$ cat src/fine_gain_pkg.sv
// Purpose: Shared constants and types for the fine gain control registers
// Assumes: 32-bit AHB-Lite data, one aligned word per register
// Notes: Register offsets are word indices; byte address is four times the index
`default_nettype none
package fine_gain_pkg;
	localparam int MAG_W = 4;
	localparam int DIR_BIT = 4;
	localparam int MAG_LSB = 0;
	localparam logic [7:0] TX_FINE_GAIN_IDX = 8'h28;
	localparam logic [7:0] RX_FINE_GAIN_IDX = 8'h29;
	localparam logic [31:0] TX_FINE_GAIN_ADDR = {22'h000000, TX_FINE_GAIN_IDX, 2'h0};
	localparam logic [31:0] RX_FINE_GAIN_ADDR = {22'h000000, RX_FINE_GAIN_IDX, 2'h0};
	localparam logic [2:0] HSIZE_WORD = 3'h2;
	localparam logic [1:0] HTRANS_NONSEQ = 2'h2;
	// Magnitude unit is one tenth of a dB
	localparam int STEP_TENTHS_DB = 1;

	typedef struct packed {
		logic dir;
		logic [MAG_W-1:0] mag;
	} fine_gain_s;

	localparam fine_gain_s GAIN_RESET = '{dir: 1'b0, mag: 4'h0};
endpackage
`default_nettype wire

$ cat src/fine_gain_apply.sv
// Purpose: Turns one fine gain setting into a signed step applied per sample
// Assumes: sample_strobe comes from logic on hclk
// Notes: Step is in tenths of a dB, positive is gain, negative is attenuation
`default_nettype none
module fine_gain_apply #(
	parameter int STEP_W = 5
) (
	input wire logic hclk, // Register clock
	input wire logic hresetn, // Async reset, active low
	input wire logic ce, // Clock enable, freezes state when low
	input wire logic sample_strobe, // One-cycle pulse per processed sample
	input wire fine_gain_pkg::fine_gain_s setting, // Current register setting
	output logic signed [STEP_W-1:0] step // Step in force for this sample
);
	import fine_gain_pkg::*;

	generate
		if (STEP_W < MAG_W + 1) begin : g_bad_width
			$error("STEP_W too narrow for signed magnitude");
		end
	endgenerate

	typedef struct packed {
		logic signed [STEP_W-1:0] step;
	} apply_s;

	apply_s q;
	apply_s d;

	function automatic logic signed [STEP_W-1:0] decode(fine_gain_s g);
		logic signed [STEP_W-1:0] m;
		m = STEP_W'(g.mag) * STEP_W'(STEP_TENTHS_DB);
		if (g.mag == '0) begin
			return '0;
		end
		return g.dir ? -m : m;
	endfunction

	always_comb begin
		d = q;
		// New setting is taken only at a sample boundary
		if (sample_strobe) begin
			d.step = decode(setting);
		end
	end

	always_ff @(posedge hclk or negedge hresetn) begin
		if (!hresetn) begin
			q <= '{step: '0};
		end else if (ce) begin
			q <= d;
		end
	end

	assign step = q.step;

	a_zero_is_unity: assert property (@(posedge hclk) disable iff (!hresetn)
		(ce && sample_strobe && setting.mag == '0) |=> (step == '0))
		else $error("zero magnitude did not give unity step");

	a_dir_sign: assert property (@(posedge hclk) disable iff (!hresetn)
		(ce && sample_strobe && setting.mag != '0) |=> ($past(setting.dir) ? (step < 0) : (step > 0)))
		else $error("step sign does not follow direction");

	a_step_size: assert property (@(posedge hclk) disable iff (!hresetn)
		(ce && sample_strobe) |=>
		((step < 0 ? -step : step) == STEP_W'($past(setting.mag))))
		else $error("step size does not match magnitude");

	a_hold_between: assert property (@(posedge hclk) disable iff (!hresetn)
		!(ce && sample_strobe) |=> $stable(step))
		else $error("step changed between samples");
endmodule
`default_nettype wire

$ cat src/fine_gain_control_regs.sv
// Purpose: AHB-Lite register bank for transmit and receive fine gain
// Assumes: Single master, word transfers, hclk at 25 MHz
// Notes: Zero wait states while ce is high; hreadyout follows ce
//
// Summary of operation
// - Transmit bit 4 chooses gain when 0, attenuation when 1.
// - Transmit bits 3:0 give magnitude in 0.1 dB steps, up to 1.5 dB.
// - Transmit magnitude zero applies 0 dB regardless of direction.
// - Receive bit 4 chooses gain when 0, attenuation when 1.
// - Receive bits 3:0 give magnitude in 0.1 dB steps, up to 1.5 dB.
// - Receive magnitude zero applies 0 dB regardless of direction.
// - Both registers reset to all zeros.
//
// Decided for this implementation: the AHB-Lite slave port.
`default_nettype none
module fine_gain_control_regs #(
	parameter int STEP_W = 5
) (
	input wire logic hclk, // Bus and register clock
	input wire logic hresetn, // Async reset, active low
	input wire logic ce, // Clock enable
	input wire logic hsel, // Slave select
	input wire logic [31:0] haddr, // Byte address
	input wire logic [1:0] htrans, // Transfer type
	input wire logic hwrite, // Write when high
	input wire logic [2:0] hsize, // Transfer size
	input wire logic [31:0] hwdata, // Write data
	input wire logic hready, // Bus ready
	output logic hreadyout, // Slave ready
	output logic hresp, // Always OKAY
	output logic [31:0] hrdata, // Read data
	input wire logic tx_sample_strobe, // Transmit sample boundary
	input wire logic rx_sample_strobe, // Receive sample boundary
	output logic tx_fine_direction, // Transmit direction bit
	output logic [fine_gain_pkg::MAG_W-1:0] tx_fine_magnitude, // Transmit magnitude
	output logic rx_fine_direction, // Receive direction bit
	output logic [fine_gain_pkg::MAG_W-1:0] rx_fine_magnitude, // Receive magnitude
	output logic signed [STEP_W-1:0] tx_fine_step, // Transmit step in force
	output logic signed [STEP_W-1:0] rx_fine_step // Receive step in force
);
	import fine_gain_pkg::*;

	typedef struct packed {
		logic wr_tx;
		logic wr_rx;
		fine_gain_s tx;
		fine_gain_s rx;
		logic [31:0] rdata;
	} regs_s;

	regs_s q;
	regs_s d;
	logic take;
	logic hit_tx;
	logic hit_rx;

	function automatic fine_gain_s from_bus(logic [31:0] w);
		fine_gain_s g;
		g.dir = w[DIR_BIT];
		g.mag = w[MAG_LSB +: MAG_W];
		return g;
	endfunction

	function automatic logic [31:0] to_bus(fine_gain_s g);
		return {27'h0000000, g.dir, g.mag};
	endfunction

	assign take = hsel && hready && (htrans == HTRANS_NONSEQ || htrans == 2'h3);
	assign hit_tx = (haddr == TX_FINE_GAIN_ADDR);
	assign hit_rx = (haddr == RX_FINE_GAIN_ADDR);

	always_comb begin
		d = q;
		// Data phase of a write completes this cycle
		if (q.wr_tx) begin
			d.tx = from_bus(hwdata);
		end
		if (q.wr_rx) begin
			d.rx = from_bus(hwdata);
		end
		d.wr_tx = 1'b0;
		d.wr_rx = 1'b0;
		if (take) begin
			d.wr_tx = hwrite && hit_tx && hsize == HSIZE_WORD;
			d.wr_rx = hwrite && hit_rx && hsize == HSIZE_WORD;
			// Read uses d so a write just ahead is seen
			if (!hwrite && hit_tx) begin
				d.rdata = to_bus(d.tx);
			end else if (!hwrite && hit_rx) begin
				d.rdata = to_bus(d.rx);
			end else begin
				d.rdata = 32'h00000000;
			end
		end
	end

	always_ff @(posedge hclk or negedge hresetn) begin
		if (!hresetn) begin
			q <= '{wr_tx: 1'b0, wr_rx: 1'b0, tx: GAIN_RESET, rx: GAIN_RESET, rdata: 32'h00000000};
		end else if (ce) begin
			q <= d;
		end
	end

	assign hreadyout = ce;
	assign hresp = 1'b0;
	assign hrdata = q.rdata;
	assign tx_fine_direction = q.tx.dir;
	assign tx_fine_magnitude = q.tx.mag;
	assign rx_fine_direction = q.rx.dir;
	assign rx_fine_magnitude = q.rx.mag;

	fine_gain_apply #(
		.STEP_W(STEP_W)
	) u_tx_apply (
		.hclk(hclk),
		.hresetn(hresetn),
		.ce(ce),
		.sample_strobe(tx_sample_strobe),
		.setting(q.tx),
		.step(tx_fine_step)
	);

	fine_gain_apply #(
		.STEP_W(STEP_W)
	) u_rx_apply (
		.hclk(hclk),
		.hresetn(hresetn),
		.ce(ce),
		.sample_strobe(rx_sample_strobe),
		.setting(q.rx),
		.step(rx_fine_step)
	);

	// Helper: set once any register write has landed
	logic written_q;
	always_ff @(posedge hclk or negedge hresetn) begin
		if (!hresetn) begin
			written_q <= 1'b0;
		end else if (ce && (q.wr_tx || q.wr_rx)) begin
			written_q <= 1'b1;
		end
	end

	a_tx_dir_write: assert property (@(posedge hclk) disable iff (!hresetn)
		(ce && q.wr_tx) |=> (tx_fine_direction == $past(hwdata[DIR_BIT])))
		else $error("transmit direction not written from bit 4");

	a_tx_mag_write: assert property (@(posedge hclk) disable iff (!hresetn)
		(ce && q.wr_tx) |=> (tx_fine_magnitude == $past(hwdata[3:0])))
		else $error("transmit magnitude not written from bits 3:0");

	a_rx_dir_write: assert property (@(posedge hclk) disable iff (!hresetn)
		(ce && q.wr_rx) |=> (rx_fine_direction == $past(hwdata[DIR_BIT])))
		else $error("receive direction not written from bit 4");

	a_rx_mag_write: assert property (@(posedge hclk) disable iff (!hresetn)
		(ce && q.wr_rx) |=> (rx_fine_magnitude == $past(hwdata[3:0])))
		else $error("receive magnitude not written from bits 3:0");

	a_reset_zero: assert property (@(posedge hclk) disable iff (!hresetn)
		!written_q |-> (q.tx == GAIN_RESET && q.rx == GAIN_RESET && tx_fine_step == '0 && rx_fine_step == '0))
		else $error("gain registers not zero before first write");

	a_read_upper_zero: assert property (@(posedge hclk) disable iff (!hresetn)
		hrdata[31:5] == 27'h0000000)
		else $error("unused read bits not zero");

	a_read_back: assert property (@(posedge hclk) disable iff (!hresetn)
		(ce && take && !hwrite && hit_tx && !q.wr_tx) |=> (hrdata[4:0] == {tx_fine_direction, tx_fine_magnitude}))
		else $error("transmit read data does not match register");

	a_step_on_strobe: assert property (@(posedge hclk) disable iff (!hresetn)
		(ce && tx_sample_strobe && tx_fine_magnitude == 4'h0) |=> (tx_fine_step == '0))
		else $error("transmit zero magnitude gave non-unity step");

	// Path checks seen from the top level
	a_rx_step_zero: assert property (@(posedge hclk) disable iff (!hresetn)
		(ce && rx_sample_strobe && rx_fine_magnitude == 4'h0) |=> (rx_fine_step == '0))
		else $error("receive zero magnitude gave non-unity step");

	a_tx_step_sign: assert property (@(posedge hclk) disable iff (!hresetn)
		(ce && tx_sample_strobe && tx_fine_magnitude != 4'h0) |=>
		($past(tx_fine_direction) ? (tx_fine_step < 0) : (tx_fine_step > 0)))
		else $error("transmit step sign does not follow direction");

	a_rx_step_sign: assert property (@(posedge hclk) disable iff (!hresetn)
		(ce && rx_sample_strobe && rx_fine_magnitude != 4'h0) |=>
		($past(rx_fine_direction) ? (rx_fine_step < 0) : (rx_fine_step > 0)))
		else $error("receive step sign does not follow direction");

	a_tx_step_size: assert property (@(posedge hclk) disable iff (!hresetn)
		(ce && tx_sample_strobe && !tx_fine_direction) |=>
		(tx_fine_step == $signed({1'b0, $past(tx_fine_magnitude)})))
		else $error("transmit gain step does not match magnitude");

	a_rx_step_size: assert property (@(posedge hclk) disable iff (!hresetn)
		(ce && rx_sample_strobe && rx_fine_direction) |=>
		(-rx_fine_step == $signed({1'b0, $past(rx_fine_magnitude)})))
		else $error("receive attenuation step does not match magnitude");

	a_tx_hold_no_write: assert property (@(posedge hclk) disable iff (!hresetn)
		!(ce && q.wr_tx) |=> $stable({tx_fine_direction, tx_fine_magnitude}))
		else $error("transmit register changed without a write");

	a_rx_hold_no_write: assert property (@(posedge hclk) disable iff (!hresetn)
		!(ce && q.wr_rx) |=> $stable({rx_fine_direction, rx_fine_magnitude}))
		else $error("receive register changed without a write");

	// Bus-side checks
	a_rx_read_back: assert property (@(posedge hclk) disable iff (!hresetn)
		(ce && take && !hwrite && hit_rx && !q.wr_rx) |=> (hrdata[4:0] == {rx_fine_direction, rx_fine_magnitude}))
		else $error("receive read data does not match register");

	a_unmapped_read_zero: assert property (@(posedge hclk) disable iff (!hresetn)
		(ce && take && !hwrite && !hit_tx && !hit_rx) |=> (hrdata == 32'h00000000))
		else $error("unmapped read did not return zero");

	a_narrow_write_drop: assert property (@(posedge hclk) disable iff (!hresetn)
		(ce && take && hwrite && hsize != HSIZE_WORD) |=> !(q.wr_tx || q.wr_rx))
		else $error("narrow write was accepted");

	a_hrdata_hold: assert property (@(posedge hclk) disable iff (!hresetn)
		!(ce && take) |=> $stable(hrdata))
		else $error("read data changed without an address phase");

	a_freeze_state: assert property (@(posedge hclk) disable iff (!hresetn)
		!ce |=> $stable(q))
		else $error("state changed while clock enable low");
endmodule
`default_nettype wire

$ cat config.mk
export PLATFORM = sky130hd
export DESIGN_NAME = fine_gain_control_regs
export DESIGN_NICKNAME = d
export VERILOG_FILES = /design/src/fine_gain_pkg.sv /design/src/fine_gain_apply.sv /design/src/fine_gain_control_regs.sv
export SDC_FILE = /design/constraint.sdc
export NUM_CORES = 1
export LEC_CHECK = 0
export BUFFER_PORTS_ARGS = -buffer_cell sky130_fd_sc_hd__clkbuf_2
export CAP_MARGIN = 20
export CORE_UTILIZATION = 36
export CTS_CLUSTER_SIZE = 16
export DETAILED_ROUTE_END_ITERATION = 10
export GPL_TIMING_DRIVEN = 0
export MAX_ROUTING_LAYER = met4
export PLACE_DENSITY = 0.76
export SLEW_MARGIN = 30
export SYNTH_ARGS = -nofsm -noshare
export SYNTH_HDL_FRONTEND = slang
export SYNTH_SLANG_ARGS = --single-unit
$ cat constraint.sdc
create_clock -name hclk -period 1.2 [get_ports hclk]
set_input_delay 0.24 -clock hclk [delete_from_list [all_inputs] [get_ports hclk]]
set_output_delay 0.24 -clock hclk [all_outputs]
set_load 0.05 [all_outputs]
==> metrics, run 1 <==
outcome=finished, violations left; violated checks=design-rule violations, negative hold slack, negative setup slack; post-placement cell area=0.00225 mm²; number of global-route vias before repair=1666; Synth Instances=179; CP max-delay cell=dfrtp_2; CTS tree=built; first-pass GRT wire length=7740 µm; Setup CP Type=reg -> reg; Die Span X=71.2 µm; slew margin rel.=0.521; Int Power=0.00174 W; Total GRT Usage=0.201; First-pass DRT Iterations=7; Slew Viols, Final=0; unrepaired setup endpoints after global routing=true; largest net degree at the start of global routing=28; GP Congestion=0.761; Worst Tran Pin Value=0.718 ns; worst path cell trace=buf_4 > o32a_1 > o21ai_1 > o31ai_1; number of I/O pins=131; clock power share=0.185; count of final hold-check violations=1; Warnings, synthesis=0; Max-Cap Viols=0; post-route insts no fill=345; M1 GR Usage=0.218; Crit path arrival time=1.45 ns; worst vdd ir=0.532 mV; switching part of the total=0.400; Final nets=373; Critical Path Fanout Max=5; n_diodes=0; clk sink count=27; Clock Path Buffers=2; via count=1671; fill count=347; final wirelength=5010 µm; crit-path max cell delay=0.45 ns; routed wire length per instance=14.5 µm; CP required=1.36 ns; die height=71.2 µm; setup TNS=-0.497 ns; gr busiest metal=met2; GR Util met3=0.0281; global route overflow=0; Placed Cells=330; Rows=24; Final Hold Slack=-0.000144 ns; DIE AREA=0.00507 mm²; Comb pwr share=0.449; setup slack after layout=-0.0868 ns; sequential area share after synthesis=0.392; clock root buffer master=clkbuf_8; period utilization=1.07; Design Area, Final=0.00285 mm²; Final Skew=0.00549 ns; Synth Cell Area=0.00173 mm²; DR vias/cell=4.84; Setup crit end kind=flip-flop; initial core utilization=0.386; post-DP HPWL=3170 µm; CORE AREA=0.00447 mm²; H-tree depth=1; Hold-fix buffers, CTS=0; Final Critical Period=1.29 ns; Power per Cell Area=1020 mW/mm²; Startpoint Class=flip-flop; Skew-Pair Late Insertion Delay=0.28 ns; worst hold path type=in -> async; layout cells sized above 1=0.618; DR DRC count=3; Static Leak=1.40 nW; clock buffer count from CTS=3; Psw=0.00116 W; initial antenna violation count=0; M2 GR Usage=0.376; #FFs+latches synth=27; fmax=777 MHz; Routed Antenna Nets=0; unique cell type count in the Yosys netlist=30; initial drt markers=89; Layout area overhead=65.0%; Port Buffers=72; CTS clk-pin slew, worst paths=0.10 ns; final setup fails=12; Reg power frac=0.366; Mapped Avg Cell Area=9.64 µm²
power groups by stage:
stage	Clock [W]	Combinational, W	Sequential, W
final	0.000534	0.00130	0.00106
after floorplan	0	0.000575	0.00126
after global placement	0	0.000961	0.00109
after CTS	0.000533	0.00119	0.00105
after detailed placement	0	0.000979	0.00109
after global routing	0.000570	0.00137	0.00106
kinds of logic after synthesis:
logic type | count (synthesis) | synth area share
other | 1 | 0.00217
muxes | 15 | 0.0950
and+or+nand+nor | 48 | 0.151
xor gates and xnor gates | 2 | 0.0102
adders and majority gates | 2 | 0.0145
buffers and inverters | 52 | 0.205
DFF | 27 | 0.392
AOI/OAI and AO/OA | 32 | 0.131
timing repair:
| action | 4_1_cts | 5_1_grt |
|---|---|---|
| gates resized for setup | 68 | 32 |
| pin swaps | 2 | 8 |
| endpoints found under the setup margin | 35 | 33 |
| buffers inserted | 12 | 5 |
worst max-delay path: cells and delay by family (launching register included):
family | cells | cell delay [ns]
buffers and inverters | 1 | 0.16
AO/OA/AOI/OAI | 3 | 0.56
flip-flops | 1 | 0.45
area by class of cell:
type	count	area [µm²]	area share
buffer	39	309	0.109
sequential	27	689	0.242
multi-input combinational	127	958	0.337
clock buffer	3	41.3	0.0145
tap	52	65.1	0.0228
inverter	7	26.3	0.00923
timing repair buffer	89	753	0.264
clock inverter	1	5.00	0.00176
placed cells by master, fill, tap and decap left out, drive strengths merged:
master	synthesis	final
or4	1	1
nand4	1	1
nor3	2	2
xnor2	2	2
o31ai	11	11
clkinv	0	1
nand2	22	22
o21bai	2	2
nand2b	1	1
o21ai	11	11
a22oi	2	2
nor4	6	6
mux2	11	11
and4	1	1
nor4bb	1	1
inv	7	7
nor2	3	3
buf	43	59
ha	2	2
nand3	4	4
nor2b	4	4
nor3b	2	2
o32ai	2	2
o32a	4	4
dfrtp	27	27
clkbuf	2	72
mux2i	4	4
conb	1	28
routing by layer:
layer / part of all wire / routed length (µm) / vias up
li1: - / - / 793
met1: 0.36 / 1800 / 801
met2: 0.57 / 2840 / 69
met3: 0.061 / 305 / 8
met4: 0.012 / 62 / 0
met5: 0 / 0 / -
per-stage QoR:
step                      total power (W)   util  hold WS [ns]  setup WS (ns)
after detailed placement          0.00207  0.504         0.321         -0.265
after floorplan                   0.00183      -       -0.0556        -0.0503
after global placement            0.00205  0.504         0.299         -0.255
after CTS                         0.00278  0.599        0.0188        -0.0507
final                             0.00289  0.636     -0.000144        -0.0868
after global routing              0.00300  0.636        0.0466        -0.0946
path summary, 6_finish.rpt:
check | startpoint | to | slack (ns) | depth (start not counted)
min in group hclk | rx_sample_strobe | u_rx_apply.step[4]$_DFFE_PN0P_ | 0.23 | 3
worst min-delay path | hresetn | rx_fine_direction$_DFFE_PN0P_ | -0.0001 | 1
worst max register to register | tx_fine_magnitude[1]$_DFFE_PN0P_ | hrdata[1]$_DFFE_PN0P_ | -0.09 | 4
worst max-delay path | tx_fine_magnitude[1]$_DFFE_PN0P_ | hrdata[1]$_DFFE_PN0P_ | -0.09 | 4
worst min register to register | u_rx_apply.step[2]$_DFFE_PN0P_ | u_rx_apply.step[2]$_DFFE_PN0P_ | 0.49 | 2
max in group asynchronous | hresetn | q[42]$_DFFE_PN0P_ | 0.70 | 1
cells in the mapped netlist, drive strengths merged:
cell / n / share of area
a22oi: 2 / 0.0087
and4: 1 / 0.0051
buf: 43 / 0.19
clkbuf: 2 / 0.0044
conb: 1 / 0.0022
dfrtp: 27 / 0.39
ha: 2 / 0.015
inv: 7 / 0.015
mux2: 11 / 0.072
mux2i: 4 / 0.023
nand2: 22 / 0.049
nand2b: 1 / 0.0036
nand3: 4 / 0.012
nand4: 1 / 0.0073
nor2: 3 / 0.011
nor2b: 4 / 0.015
nor3: 2 / 0.0058
nor3b: 2 / 0.0087
nor4: 6 / 0.022
nor4bb: 1 / 0.0058
o21ai: 11 / 0.032
o21bai: 2 / 0.0087
o31ai: 11 / 0.048
o32a: 4 / 0.023
o32ai: 2 / 0.010
or4: 1 / 0.0065
xnor2: 2 / 0.010
flip-flops by register name, summed over array words and instances (netlist names):
register / cells
tx_fine_magnitude: 4
u_rx_apply.step: 5
q: 2
tx_fine_direction: 1
rx_fine_magnitude: 4
hrdata: 5
rx_fine_direction: 1
u_tx_apply.step: 5
Power figures use the tool's default switching activity.
==> inputs of run 2 (changes only) <==
--- a/config.mk
+++ b/config.mk
@@ -7,6 +7,7 @@
 export LEC_CHECK = 0
 export BUFFER_PORTS_ARGS = -buffer_cell sky130_fd_sc_hd__clkbuf_2
 export CAP_MARGIN = 20
+export CORE_MARGIN = 2
 export CORE_UTILIZATION = 36
 export CTS_CLUSTER_SIZE = 16
 export DETAILED_ROUTE_END_ITERATION = 10
==> run 2 against run 1 <==
Net effect: final cell count is the same; highest routed layer unchanged; die area grew 5.7%; sequential power is essentially flat; the run ends with negative hold slack, negative setup slack left; power shrank 1.2%; largest cell class unchanged; global-route usage shrank 3.5 points.
==> metrics, run 2 (synthesized netlist as in run 1, its figures left out) <==
outcome=finished, violations left (unchanged); violated checks=negative hold slack, negative setup slack (was design-rule violations, negative hold slack, negative setup slack); DIE AREA=0.00536 mm² (was 0.00507 mm²); Place WS=-0.279 ns (was -0.265 ns); worst vdd ir=0.495 mV (was 0.532 mV); area occupied by registers=689 µm² (unchanged); number of I/O pins=131 (unchanged); Total GRT Usage=0.166 (was 0.201); CP max-delay cell=dfrtp_2 (unchanged); clk sink count=27 (unchanged); first-pass GRT wire length=6900 µm (was 7740 µm); Setup CP Type=reg -> out (was reg -> reg); initial core utilization=0.370 (was 0.386); H-tree depth=1 (unchanged); initial antenna violation count=0 (unchanged); number of global-route vias before repair=1498 (was 1666); period utilization=1.05 (was 1.07); global route overflow=0 (unchanged); CTS clk-pin slew, worst paths=0.09 ns (was 0.10 ns); Crit path depth=2 (was 4); slew margin rel.=0.525 (was 0.521); Slew Viols, Final=0 (unchanged); clock root buffer master=clkbuf_8 (unchanged); worst hold path type=in -> async (unchanged); Buf/Inv on CP=2 (was 1); DR vias/cell=4.51 (was 4.84); setup TNS=-0.216 ns (was -0.497 ns); Setup crit end kind=output port (was flip-flop); GR Util met3=0.0249 (was 0.0281); CP required=0.96 ns (was 1.36 ns); Rows=25 (was 24); layout cells sized above 1=0.619 (was 0.618); initial drt markers=73 (was 89); worst path cell trace=buf_6 > clkbuf_16 (was buf_4 > o32a_1 > o21ai_1 > o31ai_1); CTS tree=built (unchanged); First-pass DRT Iterations=4 (was 7); Skew-Pair Late Insertion Delay=0.27 ns (was 0.28 ns); Die Span X=73.2 µm (was 71.2 µm); crit-path max cell delay=0.46 ns (was 0.45 ns); setup slack after layout=-0.0590 ns (was -0.0868 ns); final wirelength=4410 µm (was 5010 µm); Routed Antenna Nets=0 (unchanged); Power per Cell Area=1010 mW/mm² (was 1020 mW/mm²); Design Area, Final=0.00283 mm² (was 0.00285 mm²); CORE AREA=0.00466 mm² (was 0.00447 mm²); commonest non-fill, non-tap cell in the layout=clkbuf_2 (unchanged); via count=1556 (was 1671); Port Buffers=72 (unchanged); post-DP HPWL=3150 µm (was 3170 µm); Layout area overhead=63.8% (was 65.0%); Final Critical Period=1.26 ns (was 1.29 ns); fill count=359 (was 347); n_diodes=0 (unchanged); largest net degree at the start of global routing=28 (unchanged); Crit path arrival time=1.02 ns (was 1.45 ns); CP top delay family=flip-flops (was compound AO/OA/AOI/OAI gates); DR DRC count=0 (was 3); Max-Cap Viols=0 (unchanged); multi-input logic area=935 µm² (was 958 µm²); Hold-fix buffers, CTS=0 (unchanged); die height=73.2 µm (was 71.2 µm); Critical Path Fanout Max=4 (was 5); Worst Tran Pin Value=0.713 ns (was 0.718 ns); r2r endpoint=hrdata[1]$_DFFE_PN0P_ (unchanged); Clock Path Buffers=2 (unchanged); most frequent cells in the layout=clkbuf_2 (57), buf_4 (40), conb_1 (28), nand2_1 (20), dfrtp_1 (16) (was clkbuf_2 (55), buf_4 (46), conb_1 (28), nand2_1 (20), dfrtp_1 (16)); Static Leak=1.39 nW (was 1.40 nW); R2R Setup Slk=0.03 ns (was -0.09 ns); final setup fails=6 (was 12); Final Skew=0.00482 ns (was 0.00549 ns); count of final hold-check violations=1 (unchanged); Startpoint Class=flip-flop (unchanged); GP Congestion=0.811 (was 0.761); post-layout util=0.606 (was 0.636); unrepaired setup endpoints after global routing=true (unchanged); worst r2r src=tx_fine_magnitude[1]$_DFFE_PN0P_ (unchanged); clock buffer count from CTS=3 (unchanged); fmax=794 MHz (was 777 MHz); Final Hold Slack=-0.00266 ns (was -0.000144 ns); M1 GR Usage=0.197 (was 0.218); M2 GR Usage=0.293 (was 0.376); reg2reg path depth=4 (unchanged); post-placement cell area=0.00226 mm² (was 0.00225 mm²); gr busiest metal=met2 (unchanged); Final nets=371 (was 373); routed wire length per instance=12.8 µm (was 14.5 µm)
run 2: cell types whose count changed in the layout (fill, tap and decap cells not counted), moves of 2 or more:
cell      delta
clkbuf_2     +2
inv_2        +2
nor4_2       -2
inv_1        -2
buf_4        -6
nor4_1       +2
buf_6        +4
run 2: layer usage:
layer | up-vias | routed length (µm)
li1 | 786 | -
met4 | 0 | 55
met3 | 6 | 154
met1 | 722 | 1840
met2 | 42 | 2350
met5 | - | 0
run 2: worst max-delay path by stage:
| stage | startpoint | endpoint | slack, ns |
|---|---|---|---|
| 2_1_floorplan | haddr[20] | q[42]$_DFFE_PN0P_ | -0.05 |
| 3_3_place_gp | haddr[27] | q[42]$_DFFE_PN0P_ | -0.23 |
| 3_5_place_dp | haddr[27] | q[42]$_DFFE_PN0P_ | -0.28 |
| 4_1_cts | tx_fine_magnitude[1]$_DFFE_PN0P_ | tx_fine_magnitude[1] | -0.05 |
| 5_1_grt | tx_fine_magnitude[0]$_DFFE_PN0P_ | tx_fine_magnitude[0] | -0.09 |
| 6_report | tx_fine_magnitude[0]$_DFFE_PN0P_ | tx_fine_magnitude[0] | -0.06 |
run 2: stage by stage:
step,power (W),instances
detailed placement,0.00206,332
global placement,0.00205,332
finish,0.00286,345
floorplan,0.00183,206
CTS,0.00275,340
global route,0.00298,345
run 2: area by class of cell:
class | instances | area share
Tap cell | 54 | 0.0239
Multi-Input combinational cell | 127 | 0.331
Sequential cell | 27 | 0.244
Timing Repair Buffer | 89 | 0.272
Buffer | 37 | 0.104
Clock buffer | 4 | 0.0159
Inverter | 7 | 0.00930
run 2: timing repair:
action | in CTS | in global routing
endpoints found under the setup margin | 35 | 32
pin swaps | 2 | 13
resized for setup | 70 | 37
setup buffers | 11 | 6
run 2: where the power goes:
group / switching, W / internal (W)
clock network: 0.000286 / 0.000238
logic: 0.000765 / 0.000509
registers: 0.0000677 / 0.000991
total: 0.00112 / 0.00174
==> inputs of run 3 (changes only) <==
--- a/config.mk
+++ b/config.mk
@@ -7,13 +7,15 @@
 export LEC_CHECK = 0
 export BUFFER_PORTS_ARGS = -buffer_cell sky130_fd_sc_hd__clkbuf_2
 export CAP_MARGIN = 20
+export CELL_PAD_IN_SITES_DETAIL_PLACEMENT = 1
+export CELL_PAD_IN_SITES_GLOBAL_PLACEMENT = 2
 export CORE_MARGIN = 2
-export CORE_UTILIZATION = 36
+export CORE_UTILIZATION = 19
 export CTS_CLUSTER_SIZE = 16
 export DETAILED_ROUTE_END_ITERATION = 10
 export GPL_TIMING_DRIVEN = 0
 export MAX_ROUTING_LAYER = met4
-export PLACE_DENSITY = 0.76
+export PLACE_DENSITY_LB_ADDON = 0.1
 export SLEW_MARGIN = 30
 export SYNTH_ARGS = -nofsm -noshare
 export SYNTH_HDL_FRONTEND = slang
==> run 3 against run 2 <==
Net effect: the run ends with negative setup slack left; utilization fell by 27 points; setup slack worse by 0.0042 ns; final cell count grew 14%; largest power group unchanged; combinational power is essentially flat; die area is 84% higher; register-to-register slack lost 0.03 ns; power shrank 0.34%; design area increased by 3.2%; sequential power barely moved; clock-buffer cell count is the same; global-route usage fell by 6.0 points; clock power up 1%; critical endpoint is now tx_fine_magnitude[1].
==> metrics, run 3 (synthesized netlist as in run 1, its figures left out) <==
die height=99.3 µm (was 73.2 µm); Hold-fix buffers, CTS=0 (unchanged); Power, Total=0.00285 W (was 0.00286 W); Setup crit end kind=output port (unchanged); first-pass GRT wire length=8040 µm (was 6900 µm); H-tree depth=1 (unchanged); crit-path max cell delay=0.46 ns (about the same); fmax=792 MHz (was 794 MHz); worst r2r src=tx_fine_magnitude[1]$_DFFE_PN0P_ (unchanged); GP Congestion=0.689 (was 0.811); r2r endpoint=u_tx_apply.step[3]$_DFFE_PN0P_ (was hrdata[1]$_DFFE_PN0P_); most frequent cells in the layout=clkbuf_2 (53), buf_4 (35), conb_1 (28), nand2_1 (20), dfrtp_1 (15) (was clkbuf_2 (57), buf_4 (40), conb_1 (28), nand2_1 (20), dfrtp_1 (16)); CORE AREA=0.00876 mm² (was 0.00466 mm²); CP required=0.96 ns (about the same); initial core utilization=0.197 (was 0.370); Psw=0.00112 W (about the same); Slew Viols, Final=0 (unchanged); Final nets=367 (was 371); commonest non-fill, non-tap cell in the layout=clkbuf_2 (unchanged); Critical Path Fanout Max=4 (unchanged); number of global-route vias before repair=1599 (was 1498); clk sink count=27 (unchanged); reg2reg path depth=5 (was 4); count of final hold-check violations=0 (was 1); clock buffer count from CTS=3 (unchanged); initial antenna violation count=0 (unchanged); CP top delay family=flip-flops (unchanged); n_diodes=0 (unchanged); Final Hold Slack=0.000156 ns (was -0.00266 ns); Total GRT Usage=0.106 (was 0.166); global route overflow=0 (unchanged); Routed Antenna Nets=0 (unchanged); Clock Path Buffers=2 (unchanged); Layout area overhead=69.1% (was 63.8%); Final Skew=0.00605 ns (was 0.00482 ns); layout cells sized above 1=0.620 (was 0.619); DR vias/cell=4.03 (was 4.51); clock power share=0.186 (was 0.183); setup slack after layout=-0.0632 ns (was -0.0590 ns); violated checks=negative setup slack (was negative hold slack, negative setup slack); Final Critical Period=1.26 ns (about the same); final wirelength=5030 µm (was 4410 µm); Startpoint Class=flip-flop (unchanged); CTS tree=built (unchanged); Port Buffers=72 (unchanged); CTS clk-pin slew, worst paths=0.10 ns (was 0.09 ns); Int Power=0.00173 W (was 0.00174 W); worst hold path type=in -> async (unchanged); routed wire length per instance=12.7 µm (was 12.8 µm); outcome=finished, violations left (unchanged); period utilization=1.05 (about the same); switching part of the total=0.394 (was 0.392); slew margin rel.=0.517 (was 0.525); via count=1590 (was 1556); clock root buffer master=clkbuf_8 (unchanged); unrepaired setup endpoints after global routing=true (unchanged); Crit path arrival time=1.02 ns (about the same); Power per Cell Area=976 mW/mm² (was 1010 mW/mm²); Max-Cap Viols=0 (unchanged); Setup CP Type=reg -> out (unchanged); final setup fails=6 (unchanged); initial drt markers=26 (was 73); Skew-Pair Late Insertion Delay=0.27 ns (about the same); worst path cell trace=buf_6 > clkbuf_16 (unchanged); Static Leak=1.39 nW (about the same); Comb pwr share=0.444 (was 0.446); number of I/O pins=131 (unchanged); worst vdd ir=0.363 mV (was 0.495 mV); Place WS=-0.364 ns (was -0.279 ns); CP max-delay cell=dfrtp_2 (unchanged); DR DRC count=0 (unchanged); largest net degree at the start of global routing=28 (unchanged); setup TNS=-0.262 ns (was -0.216 ns); DIE AREA=0.00986 mm² (was 0.00536 mm²); Die Span X=99.3 µm (was 73.2 µm); post-DP HPWL=3900 µm (was 3150 µm); Reg power frac=0.370 (about the same); Buf/Inv on CP=2 (unchanged); Worst Tran Pin Value=0.724 ns (was 0.713 ns); Rows=34 (was 25); R2R Setup Slk=0 ns (was 0.03 ns); First-pass DRT Iterations=3 (was 4)
[run 3: cell types whose count changed in the layout (fill, tap and decap cells not counted), sizes merged]
cell | previous run | this run
buf | 56 | 54
clkbuf | 74 | 72
[run 3: timing repair]
action,4_1_cts,5_1_grt
endpoints found under the setup margin,37,28
resized for setup,78,35
pin swaps,5,13
buffers inserted,13,1
[run 3: area by class of cell]
type | instances | area (µm²)
Tap cell | 108 | 135
Timing Repair Buffer | 85 | 756
Clock buffer | 4 | 45.0
Fill cell | 1013 | 5850
Buffer | 37 | 295
Inverter | 7 | 26.3
Sequential cell | 27 | 691
Multi-Input combinational cell | 127 | 970
[run 3: power groups by stage]
stage | Sequential [W] | Combinational [W] | Clock (W)
after global routing | 0.00107 | 0.00135 | 0.000596
after detailed placement | 0.00109 | 0.000993 | 0
final | 0.00105 | 0.00126 | 0.000530
after CTS | 0.00105 | 0.00122 | 0.000561
after floorplan | 0.00126 | 0.000575 | 0
after global placement | 0.00109 | 0.000989 | 0
[run 3: worst max-delay path by stage]
stage	start	end	slack, ns	cells past startpoint
floorplan	haddr[20]	q[42]$_DFFE_PN0P_	-0.05	4
global placement	haddr[1]	hrdata[0]$_DFFE_PN0P_	-0.35	5
detailed placement	haddr[1]	q[43]$_DFFE_PN0P_	-0.36	5
CTS	tx_fine_magnitude[1]$_DFFE_PN0P_	tx_fine_magnitude[1]	-0.07	2
global route	tx_fine_magnitude[0]$_DFFE_PN0P_	tx_fine_magnitude[0]	-0.10	2
finish	tx_fine_magnitude[1]$_DFFE_PN0P_	tx_fine_magnitude[1]	-0.06	2
[run 3: stage by stage]
step | area (µm²) | utilization | instances
finish | 2920 | 0.333 | 395
CTS | 2780 | 0.317 | 394
global route | 2920 | 0.333 | 395
detailed placement | 2320 | 0.265 | 386
floorplan | 1830 | - | 206
global placement | 2320 | 0.265 | 386
[run 3: per-layer routing]
layer | vias up | global-route usage | part of all wire
met3 | 5 | 0.0148 | 0.058
met1 | 728 | 0.135 | 0.46
li1 | 785 | - | -
met4 | 0 | 0.0253 | 0.010
met5 | - | - | 0
met2 | 72 | 0.178 | 0.47
